<file path="src/verilog/bac_defines.svh">
`ifndef BAC_DEFINES_SVH
`define BAC_DEFINES_SVH

// clock rate
`define BAC_CLK_HZ 100000000
`define BAC_CYC_PER_MS (`BAC_CLK_HZ / 1000)

// close must reach the closed limit within this time
`define BAC_CLOSE_TMO_MS 70
`define BAC_CLOSE_TMO_CYC (`BAC_CLOSE_TMO_MS * `BAC_CYC_PER_MS)

// longest recharge of the energy store after an operation
`define BAC_RECHARGE_MS 3000
`define BAC_RECHARGE_CYC (`BAC_RECHARGE_MS * `BAC_CYC_PER_MS)

// half period of the flashing ready lamp
`define BAC_FLASH_MS 250
`define BAC_FLASH_CYC (`BAC_FLASH_MS * `BAC_CYC_PER_MS)

// step of the undervoltage tolerance setting
`define BAC_UV_UNIT_MS 10
`define BAC_UV_UNIT_CYC (`BAC_UV_UNIT_MS * `BAC_CYC_PER_MS)

// reset values
`define BAC_RST_TMR 32'h0000_0000
`define BAC_RST_BIT 1'b0

`endif

</file>
<file path="src/verilog/bac_pkg.sv">
package bac_pkg;

  // pins from the field, all asynchronous to clock
  typedef struct packed {
    logic remote_close_input;
    logic remote_open_input;
    logic local_close_button;
    logic local_open_button;
    logic direct_open_input;
    logic closing_lockout_input;
    logic undervoltage_release_input;
    logic supply_present;
    logic pos_open_sensor;
    logic pos_closed_sensor;
    logic energy_close_open_ok;
    logic energy_open_ok;
    logic store_full;
    logic close_coil_intact;
    logic open_coil_intact;
  } bac_pins_t;

  // configuration settings, static, same clock
  typedef struct packed {
    logic full_variant;
    logic uv_enable;
    logic [7:0] uv_tol_units;
  } bac_cfg_t;

  // outputs to coils, lamp, contacts and magnet
  typedef struct packed {
    logic close_coil;
    logic open_coil;
    logic ready_lamp;
    logic not_ready_contact;
    logic close_coil_fault_contact;
    logic open_coil_fault_contact;
    logic closed_position_contact;
    logic open_position_contact;
    logic carriage_blocking_magnet;
    logic charger_enable;
    logic recharge_fault;
    logic position_fault;
    logic uv_trip;
  } bac_outs_t;

  typedef enum logic [1:0] {
    BAC_ST_IDLE,
    BAC_ST_CLOSING,
    BAC_ST_OPENING
  } bac_state_t;

endpackage : bac_pkg

</file>
<file path="src/verilog/bac_ctrl.sv">
`timescale 1ns/1ns
`include "bac_defines.svh"

// Notes on behaviour
// - no coil is driven while converter supply is absent, except the open coil from the direct open input.
// - switch only with stored energy: open needs close plus open, closed needs open.
// - close coil starts only with the breaker at its open limit.
// - an open command active together with close suppresses closing.
// - each coil drops as soon as its limit position is sensed.
// - closed limit not seen within 70 ms of a close starts an open.
// - held close plus later open gives one close-open cycle, no reclosing.
// - after that cycle close must be withdrawn and reapplied.
// - closing needs the lock-out input energised; losing it inhibits the close coil.
// - energy store recharge is watched and flagged if over 3 s.
// - full variant opens the breaker when the undervoltage input is lost.
// - the undervoltage dip must outlast a configurable tolerance time.
// - with undervoltage function enabled and no voltage, closing is refused.
// - a setting disables the undervoltage function entirely.
// - full variant flags open coil circuits, darkens lamp, sets fault contacts.
// - full variant gives closed and open position contacts.
// - full variant: direct open input drives the open coil bypassing the gating logic.
// - lamp needs supply, defined position, watchdog, energy, and coil continuity.
// - lamp ignores lock-out and undervoltage inputs.
// - lamp flashes while recharging, and switching stays enabled.
// - carriage blocking magnet is powered, releasing carriage, only with supply.
// - not-ready contact asserts when stored energy is insufficient.
// - two sensors give limit positions; both at once flags a position fault.
module bac_ctrl
  import bac_pkg::*;
#(
  parameter int unsigned CLOSE_TMO_CYC = `BAC_CLOSE_TMO_CYC,
  parameter int unsigned RECHARGE_CYC = `BAC_RECHARGE_CYC,
  parameter int unsigned FLASH_CYC = `BAC_FLASH_CYC,
  parameter int unsigned UV_UNIT_CYC = `BAC_UV_UNIT_CYC
) (
  input wire logic clock,
  input wire logic reset_n,
  input wire logic ce,
  input wire bac_pkg::bac_pins_t pins,
  input wire bac_pkg::bac_cfg_t cfg,
  input wire logic watchdog_ok,
  output bac_pkg::bac_outs_t outs,
  output bac_pkg::bac_state_t state
);
  import bac_pkg::*;

  ////////////////////////////////////////////////////////////////////////
  // pin synchronisation

  bac_pins_t s;

  bac_sync #(
    .W($bits(bac_pins_t))
  ) u_sync (
    .clock(clock),
    .reset_n(reset_n),
    .ce(ce),
    .d(pins),
    .q(s)
  );

  ////////////////////////////////////////////////////////////////////////
  // decoded conditions

  // energy needed depends on which way the next operation goes
  function automatic logic energy_enough(input bac_pins_t p);
    energy_enough = p.pos_closed_sensor ? p.energy_open_ok : p.energy_close_open_ok;
  endfunction : energy_enough

  function automatic logic coils_intact(input bac_pins_t p, input bac_cfg_t c);
    coils_intact = !c.full_variant || (p.close_coil_intact && p.open_coil_intact);
  endfunction : coils_intact

  logic close_req, open_req, uv_func_on, uv_low, energy_ok, close_go, open_go;
  logic uv_trip_q, uv_trip_d, recharging_q;

  assign close_req = s.remote_close_input | s.local_close_button;
  assign open_req = s.remote_open_input | s.local_open_button;
  assign uv_func_on = cfg.full_variant & cfg.uv_enable;
  assign uv_low = uv_func_on & ~s.undervoltage_release_input;
  assign energy_ok = energy_enough(s);

  ////////////////////////////////////////////////////////////////////////
  // operation sequencer

  bac_state_t st_q, st_d;
  logic [31:0] tmr_q, tmr_d;
  logic used_q, used_d;

  assign close_go = s.supply_present & close_req & ~used_q & ~open_req & ~uv_trip_q
                  & s.closing_lockout_input & ~uv_low & s.pos_open_sensor
                  & ~s.pos_closed_sensor & s.energy_close_open_ok;
  assign open_go = s.supply_present & (open_req | uv_trip_q) & ~s.pos_open_sensor
                 & s.energy_open_ok;

  always_comb
  begin
    st_d = st_q;
    tmr_d = tmr_q;
    used_d = used_q;
    if (!close_req)
    begin
      used_d = 1'b0;
    end
    case (st_q)
      BAC_ST_IDLE:
      begin
        tmr_d = `BAC_RST_TMR;
        if (open_go)
        begin
          st_d = BAC_ST_OPENING;
        end
        else if (close_go)
        begin
          st_d = BAC_ST_CLOSING;
          used_d = 1'b1;
        end
      end
      BAC_ST_CLOSING:
      begin
        tmr_d = tmr_q + 32'h0000_0001;
        // supply loss or closed limit ends it
        if (!s.supply_present || s.pos_closed_sensor)
        begin
          st_d = BAC_ST_IDLE;
          tmr_d = `BAC_RST_TMR;
        end
        // timeout, open or lock-out loss aborts
        else if (((open_req || uv_trip_q) && s.energy_open_ok) || !s.closing_lockout_input
                 || (tmr_q >= CLOSE_TMO_CYC - 1))
        begin
          st_d = BAC_ST_OPENING;
          tmr_d = `BAC_RST_TMR;
        end
      end
      BAC_ST_OPENING:
      begin
        tmr_d = `BAC_RST_TMR;
        if (!s.supply_present || s.pos_open_sensor)
        begin
          st_d = BAC_ST_IDLE;
        end
      end
      default:
      begin
        st_d = BAC_ST_IDLE;
        tmr_d = `BAC_RST_TMR;
      end
    endcase
  end

  always_ff @(posedge clock or negedge reset_n)
  begin
    if (!reset_n)
    begin
      st_q <= BAC_ST_IDLE;
      tmr_q <= `BAC_RST_TMR;
      used_q <= `BAC_RST_BIT;
    end
    else if (ce)
    begin
      st_q <= st_d;
      tmr_q <= tmr_d;
      used_q <= used_d;
    end
  end

  assign state = st_q;

  ////////////////////////////////////////////////////////////////////////
  // undervoltage tolerance

  logic [31:0] uv_cnt_q, uv_cnt_d, uv_tol;

  assign uv_tol = 32'(cfg.uv_tol_units) * UV_UNIT_CYC;

  // trip only once the dip outlasts the setting
  always_comb
  begin
    uv_cnt_d = `BAC_RST_TMR;
    uv_trip_d = 1'b0;
    if (uv_low)
    begin
      uv_trip_d = uv_trip_q | (uv_cnt_q >= uv_tol);
      uv_cnt_d = uv_trip_d ? uv_cnt_q : uv_cnt_q + 32'h0000_0001;
    end
  end

  always_ff @(posedge clock or negedge reset_n)
  begin
    if (!reset_n)
    begin
      uv_cnt_q <= `BAC_RST_TMR;
      uv_trip_q <= `BAC_RST_BIT;
    end
    else if (ce)
    begin
      uv_cnt_q <= uv_cnt_d;
      uv_trip_q <= uv_trip_d;
    end
  end

  ////////////////////////////////////////////////////////////////////////
  // recharge watch and lamp flash

  logic recharging_d, rch_fault_q, rch_fault_d, flash_q, flash_d, op_start;
  logic [31:0] rch_cnt_q, rch_cnt_d, fl_cnt_q, fl_cnt_d;

  assign op_start = (st_q == BAC_ST_IDLE) && (st_d != BAC_ST_IDLE);

  // overdue recharge is flagged; a new operation restarts the watch
  always_comb
  begin
    recharging_d = recharging_q;
    rch_cnt_d = rch_cnt_q;
    rch_fault_d = rch_fault_q;
    if (op_start)
    begin
      recharging_d = 1'b1;
      rch_cnt_d = `BAC_RST_TMR;
    end
    else if (recharging_q && s.store_full && st_q == BAC_ST_IDLE)
    begin
      recharging_d = 1'b0;
      rch_fault_d = 1'b0;
    end
    else if (recharging_q)
    begin
      if (rch_cnt_q >= RECHARGE_CYC - 1)
      begin
        rch_fault_d = 1'b1;
      end
      else
      begin
        rch_cnt_d = rch_cnt_q + 32'h0000_0001;
      end
    end
    fl_cnt_d = fl_cnt_q + 32'h0000_0001;
    flash_d = flash_q;
    if (fl_cnt_q >= FLASH_CYC - 1)
    begin
      fl_cnt_d = `BAC_RST_TMR;
      flash_d = ~flash_q;
    end
  end

  always_ff @(posedge clock or negedge reset_n)
  begin
    if (!reset_n)
    begin
      recharging_q <= `BAC_RST_BIT;
      rch_cnt_q <= `BAC_RST_TMR;
      rch_fault_q <= `BAC_RST_BIT;
      fl_cnt_q <= `BAC_RST_TMR;
      flash_q <= `BAC_RST_BIT;
    end
    else if (ce)
    begin
      recharging_q <= recharging_d;
      rch_cnt_q <= rch_cnt_d;
      rch_fault_q <= rch_fault_d;
      fl_cnt_q <= fl_cnt_d;
      flash_q <= flash_d;
    end
  end

  ////////////////////////////////////////////////////////////////////////
  // output register

  bac_outs_t out_q, out_d;
  logic ready;

  // lamp terms, lock-out and undervoltage left out on purpose
  // during recharge the energy term is waived so readiness stays shown
  assign ready = s.supply_present & (s.pos_open_sensor ^ s.pos_closed_sensor) & watchdog_ok
               & (energy_ok | recharging_q) & coils_intact(s, cfg);

  always_comb
  begin
    out_d = '0;
    out_d.close_coil = (st_d == BAC_ST_CLOSING) & s.supply_present;
    // direct open skips the sequencer; the coil still drops at the limit
    out_d.open_coil = ((st_d == BAC_ST_OPENING) & s.supply_present)
                    | (cfg.full_variant & s.direct_open_input & ~s.pos_open_sensor);
    out_d.ready_lamp = ready & (~recharging_q | flash_q);
    out_d.not_ready_contact = ~energy_ok;
    out_d.close_coil_fault_contact = cfg.full_variant & ~s.close_coil_intact;
    out_d.open_coil_fault_contact = cfg.full_variant & ~s.open_coil_intact;
    out_d.closed_position_contact = cfg.full_variant & s.pos_closed_sensor;
    out_d.open_position_contact = cfg.full_variant & s.pos_open_sensor;
    out_d.carriage_blocking_magnet = s.supply_present;
    out_d.charger_enable = s.supply_present & ~s.store_full;
    out_d.recharge_fault = rch_fault_q;
    // both sensors at once is impossible mechanically
    out_d.position_fault = s.pos_open_sensor & s.pos_closed_sensor;
    out_d.uv_trip = uv_trip_q;
  end

  always_ff @(posedge clock or negedge reset_n)
  begin
    if (!reset_n)
    begin
      out_q <= '0;
    end
    else if (ce)
    begin
      out_q <= out_d;
    end
  end

  assign outs = out_q;
endmodule : bac_ctrl

</file>
<file path="src/verilog/bac_sync.sv">
`timescale 1ns/1ns
module bac_sync #(
  parameter int W = 1
) (
  input wire logic clock,
  input wire logic reset_n,
  input wire logic ce,
  input wire logic [W-1:0] d,
  output logic [W-1:0] q
);
  logic [W-1:0] meta_q;

  // first stage feeds only the second
  always_ff @(posedge clock or negedge reset_n)
  begin
    if (!reset_n)
    begin
      meta_q <= '0;
      q <= '0;
    end
    else if (ce)
    begin
      meta_q <= d;
      q <= meta_q;
    end
  end
endmodule : bac_sync

</file>
<file path="config.mk">
export PLATFORM = sky130hd
export DESIGN_NAME = bac_ctrl
export DESIGN_NICKNAME = d
export VERILOG_FILES = /design/src/verilog/bac_pkg.sv /design/src/verilog/bac_ctrl.sv /design/src/verilog/bac_sync.sv
export VERILOG_INCLUDE_DIRS = /design/src /design/src/verilog
export SDC_FILE = /design/constraint.sdc
export NUM_CORES = 1
export LEC_CHECK = 0
export BUFFER_PORTS_ARGS = -buffer_cell sky130_fd_sc_hd__buf_2
export CAP_MARGIN = 20
export CORE_ASPECT_RATIO = 0.7
export CORE_MARGIN = 2
export CORE_UTILIZATION = 30
export DETAILED_ROUTE_END_ITERATION = 6
export PLACE_DENSITY = 0.55
export SLEW_MARGIN = 20
export SYNTH_ARGS = -nofsm -noshare
export SYNTH_HDL_FRONTEND = slang
export SYNTH_SLANG_ARGS = --single-unit
</file>
<file path="constraint.sdc">
create_clock -name clock -period 5.09 [get_ports clock]
set_input_delay 0.2545 -clock clock [delete_from_list [all_inputs] [get_ports clock]]
set_output_delay 0.2545 -clock clock [all_outputs]
set_load 0.01 [all_outputs]
</file>
=== Yosys cells after proc, flatten, opt, wreduce, memory -nomap -nowiden ===
Index checks and enable logic that the tools add are counted.

* Output and inout bits: 15
* Input bits: 29
* Bits in registers: 178
* Word-level logic and storage cells: 144

* Equality and inequality tests: 7
* $lt $le $gt $ge: 4
* $mul: 1
* Add/sub/neg operators: 4
* Reductions and logical operators: 25
* Multiplexer cells: 27
* Bitwise logic cells: 51

{| class="wikitable"
|+ Operators with widths
! operator !! number
|-
| $mux W32 || 10
|-
| $add A32 B1 Y32 const B || 4
|-
| $ge A32 B23 Y1 const B || 1
|-
| $ge A32 B25 Y1 const B || 1
|-
| $ge A32 B28 Y1 || 1
|-
| $ge A32 B29 Y1 const B || 1
|-
| $and A1 B1 Y1 || 29
|-
| $mul A8 B14 Y22 const B || 1
|-
| $not A1 Y1 || 14
|-
| $mux W1 || 11
|-
| $mux W2 || 5
|-
| $reduce_bool A2 Y1 || 5
|-
| $reduce_and A4 Y1 || 2
|-
| $or A1 B1 Y1 || 7
|-
| $logic_or A1 B1 Y1 || 6
|-
| $ne A2 B2 Y1 const B || 3
|-
| $pmux W2 S3 || 1
|-
| $reduce_and A2 Y1 || 3
|-
| $logic_and A1 B1 Y1 || 5
|-
| $eq A2 B1 Y1 const B || 2
|-
| $eq A2 B2 Y1 const B || 2
|-
| $logic_not A1 Y1 || 3
|-
| $logic_not A2 Y1 || 1
|-
| $xor A1 B1 Y1 || 1
|}

=== Depth between registers and ports, before layout ===
* Depth in word-level cells: 17
* Depth in mapped cells: 23
* Depth with buffers taken out: 22

=== Cells and area by module ===
From an unflattened synthesis, not the netlist that was laid out.

* Cells, all modules: 1089
* Area total of the unflattened synthesis: 11039.3 um^2

{| class="wikitable"
|+ Modules (own cells, without submodules)
! module !! cells each !! times used !! sequential area each (um^2) !! area each (um^2)
|-
| bac_ctrl || 1026 || 1 || 3703.6 || 9804.4
|-
| bac_sync || 63 || 1 || 750.7 || 1234.9
|}

=== Worst setup path before layout ===
OpenSTA, ideal clock, no wires.

* Path kind: input port to flip-flop
* From: input port cfg[2] (netlist bit)
* To: register uv_cnt_q[13]
* Path slack: -0.633 ns
* Data arrival time: 5.600 ns
* Path buffers: 0
* Stages on the path: 20
* Required time: 4.966 ns
* Setup time: 0.124 ns
* Cells stage by stage: fa_1 > ha_1 > inv_1 > fa_1 > fa_1 > inv_1 > ha_1 > or3_1 > a211o_1 > nor4_1 > or3_1 > nand2_1 > a21o_1 > ha_1 > a21o_1 > a21o_1 > a221o_1 > a2111oi_2 > nand4_1 > mux2i_1

* Word-level cells in the longest chain between the ends: 5

{| class="wikitable"
|+ Ends and longest elaborated chain
! element !! line !! source
|-
| start, declared || bac_ctrl.sv:40 || <nowiki>input wire bac_pkg::bac_cfg_t cfg,</nowiki>
|-
| $mul A8 B14 Y22 || bac_ctrl.sv:175 || <nowiki>assign uv_tol = 32'(cfg.uv_tol_units) * UV_UNIT_CYC;</nowiki>
|-
| $ge A32 B28 Y1 || bac_ctrl.sv:184 || <nowiki>uv_trip_d = uv_trip_q | (uv_cnt_q >= uv_tol);</nowiki>
|-
| $or A1 B1 Y1 || bac_ctrl.sv:184 ||
|-
| $ne A2 B2 Y1 (no source line) || -- ||
|-
| $reduce_and A2 Y1 (no source line) || -- ||
|-
| end signal, assigned || bac_ctrl.sv:193 || <nowiki>uv_cnt_q <= `BAC_RST_TMR;</nowiki>
|-
| end signal, assigned || bac_ctrl.sv:198 || <nowiki>uv_cnt_q <= uv_cnt_d;</nowiki>
|-
| end, declared || bac_ctrl.sv:173 || <nowiki>logic [31:0] uv_cnt_q, uv_cnt_d, uv_tol;</nowiki>
|}

Every way passes these cells.
A chain may end at the register's enable or synchronous reset.

=== Final worst setup path ===
* From: input port cfg[4] (netlist bit)
* To: register uv_cnt_q[23]

The elaborated chain is that of the path after synthesis.

==> metrics.cfg <==
[timing]
period_share_pct = 99.6
rsz0062_at_grt = yes
slew_violations = 0
fmax_mhz = 197
finClkSkew_ns = 0.0183
worst_pin_slew_ns = 1.02
hold_viol = 0
setup-violations-final = 0
setup_tns_ns = 0
slew_headroom_pct = 32.3
period_minus_slack_ns = 5.07
setup_slack_ns = 0.0214

[worst_setup_path]
crit_path_end_kind = register
crit_chain = buf_8 > fa_2 > ha_4 > inv_2 > fa_1 > fa_1 > inv_1 > ha_2 > or3_4 > a211o_1 > nor4_4 > or3_4 > nand2_2 > a21o_1 > ha_1 > a21o_1 > a21o_1 > a221o_2 > a2111oi_4 > buf_4 > nand4_1 > mux2i_1
critPathTopFamily = adder cells
crit_required_ns = 5.41
critPathMaxStageDelay_ns = 0.62
worst-path-max-fanout = 6
path_buf_inv = 4
crit_type = in2reg
slowest_stage = fa_2
path_common_cell = a21o_1
cp-start-kind = primary input
worstPathArrival_ns = 5.39

[synth]
yosys-top-cells-count = dfrtp_1, nand2_1, ha_1
synth_most_common_cell = dfrtp_1
synthFlopType = dfrtp_1
yosysSeqAreaShare_pct = 40.9
synth_largest_area_cell = dfrtp_1
synthCells = 1118
synth-adder-area-share_pct = 12.7
synth_top_area_share_pct = 40.9
synthDistinctLibCells = 63
synth_seq_cells = 178
synthXorXnorAreaFrac_pct = 4.58
yosysWarnings = 0
synthArstFlopShare_pct = 100
syn-num-nets = 1247
synth_area_leaders = dfrtp_1, ha_1, mux2_2
synth-compound-area-share_pct = 11.6
synth_mux_area_share_pct = 6.57
synth-edff-count = 0
synth_top_family_by_area = simple AND/OR/NAND/NOR gates
synthSimpleGateAreaFrac_pct = 20.1
syn_area_mm2 = 0.0109
syn_area_per_cell_um2 = 9.74

[cts]
clk_pin_slew_ns = 0.06
cts_tree = done
htreeDepth = 4
clockRootBuffer = clkbuf_16
clock_sinks = 178
clock_latency_ns = 0.45
cts_inserted_buffers = 17
ctsLongestPathBuffers = 2

[die]
die-area_mm2 = 0.0379
die_h_um = 163
pin_count = 44
row_count = 58
die_width_um = 232
start_util_pct = 30.4
core_area_mm2 = 0.0358

[pwr]
switching_share_pct = 29.5
ir_worst_vdd_uv = 214
power_mw = 4.11
p_clk_share_pct = 34.9
seqPwrFrac_pct = 38.3
leakage_nw = 5.93
powerDensity_mw_per_mm2 = 320
p_int_mw = 2.90
p_comb_share_pct = 26.8
switchingPower_mw = 1.21

[final_layout]
nets = 1326
syn2layout_area_growth_pct = 17.8
fillers = 3619
antenna_cells = 0
fin_util_pct = 35.8
drive_gt1_share_pct = 16.0
final_area_mm2 = 0.0128

[drt]
drc = 0
drt-initial-drc-count = 694
ant_nets = 0
num_vias = 8414
wl_um = 25000
vias_per_cell = 4.98
dr.pass1.iters = 5
avgRoutedWirePerCell_um = 14.8

[global_route]
gr-usage-all-layers_pct = 13.6
overflow = 0
grt_pass1_vias = 8011
antenna_found_initial = 0
grt_pass1_wl_um = 41500
grt_max_degree = 132

[place]
gp_congestion = 0.761
place_area_mm2 = 0.0120
post-place-ws_ns = -0.659
post-dp-hpwl_um = 17800
port_buffers = 43

[worst_hold_path]
hold_path_class = in2reg

[status]
outcome = complete, no violations

[job]
maxCapViolCount = 0

[sequential cells by signal, summed over array words and instances (netlist names)]
| name | count |
|---|---|
| rch_fault_q | 1 |
| fl_cnt_q | 32 |
| uv_cnt_q | 32 |
| flash_q | 1 |
| rch_cnt_q | 32 |
| uv_trip_q | 1 |
| tmr_q | 32 |
| u_sync.meta_q | 15 |
| used_q | 1 |
| u_sync.q | 15 |
| state | 2 |
| outs | 13 |
| recharging_q | 1 |
[timing repair]
action                                 CTS  global route
setup endpoints to repair               30            30
hold buffers                             1             0
gates resized for setup                  8            27
cloned                                   0             1
setup buffers                            1             2
pin swaps                                2             3
endpoints found under the hold margin   47             0
[area by class of cell]
class | instances | area, um2 | area share [%]
Clock buffer | 22 | 484 | 3.77
Clock inverter | 10 | 154 | 1.20
Inverter | 65 | 244 | 1.90
Multi-Input combinational cell | 838 | 6210 | 48.4
Sequential cell | 178 | 4450 | 34.7
Tap cell | 480 | 601 | 4.68
Timing Repair Buffer | 97 | 692 | 5.39
[metrics by stage]
| stage | cells | hold WS, ns |
|---|---|---|
| finish | 1690 | 0.0450 |
| detailed placement | 1653 | 0.239 |
| global route | 1690 | 0.0385 |
| global placement | 1653 | 0.240 |
| floorplan | 1118 | -0.0411 |
| CTS | 1687 | 0.0260 |
[cells by family (layout without fill, tap and decap cells)]
kind of cell	after synthesis	after routing
compound gates	199	199
buf+inv	102	194
fa+ha+maj	100	100
xor+xnor	57	57
flops	178	178
simple gates	415	415
mux	67	67
[layout by cell type (no fill, tap or decap), drive strengths merged, types with 17 or more instances in the layout]
master / count
mux2: 36
ha: 83
nand3: 50
nand4: 36
or3: 19
clkbuf: 23
dfrtp: 178
nor3: 18
and3: 29
xnor2: 21
o21ai: 38
xor2: 36
fa: 17
mux2i: 31
nand2: 84
inv: 65
buf: 95
nand2b: 30
nor2: 72
and2: 18
a21oi: 77
[layer usage]
metal	part of all wire (%)	global-route usage (%)	vias up
li1	-	-	4197
met5	0	0	-
met2	42	19.4	82
met3	2.3	2.64	26
met4	1.7	3.96	0
met1	54	20.6	4109
[power groups by stage]
stage	clock [mW]	sequential (mW)	combinational, mW
after floorplan	0	1.58	0.681
after global placement	0	1.60	1.04
after detailed placement	0	1.60	1.05
after CTS	1.47	1.58	1.09
after global routing	1.52	1.59	1.26
final	1.44	1.58	1.10
[worst paths after layout]
path / start / endpoint / slack (ns) / cells past startpoint
max: cfg[4] / uv_cnt_q[23] / 0.02 / 22
min reg2reg: uv_cnt_q[28] / uv_cnt_q[28] / 0.50 / 2
max in group asynchronous: reset_n / uv_cnt_q[17] / 3.73 / 3
min in group asynchronous: reset_n / tmr_q[19] / 0.31 / 2
max reg2reg: rch_cnt_q[26] / rch_cnt_q[24] / 1.59 / 6
min: pins[12] / u_sync.meta_q[12] / 0.05 / 2
(Power assumes the default switching activity.)
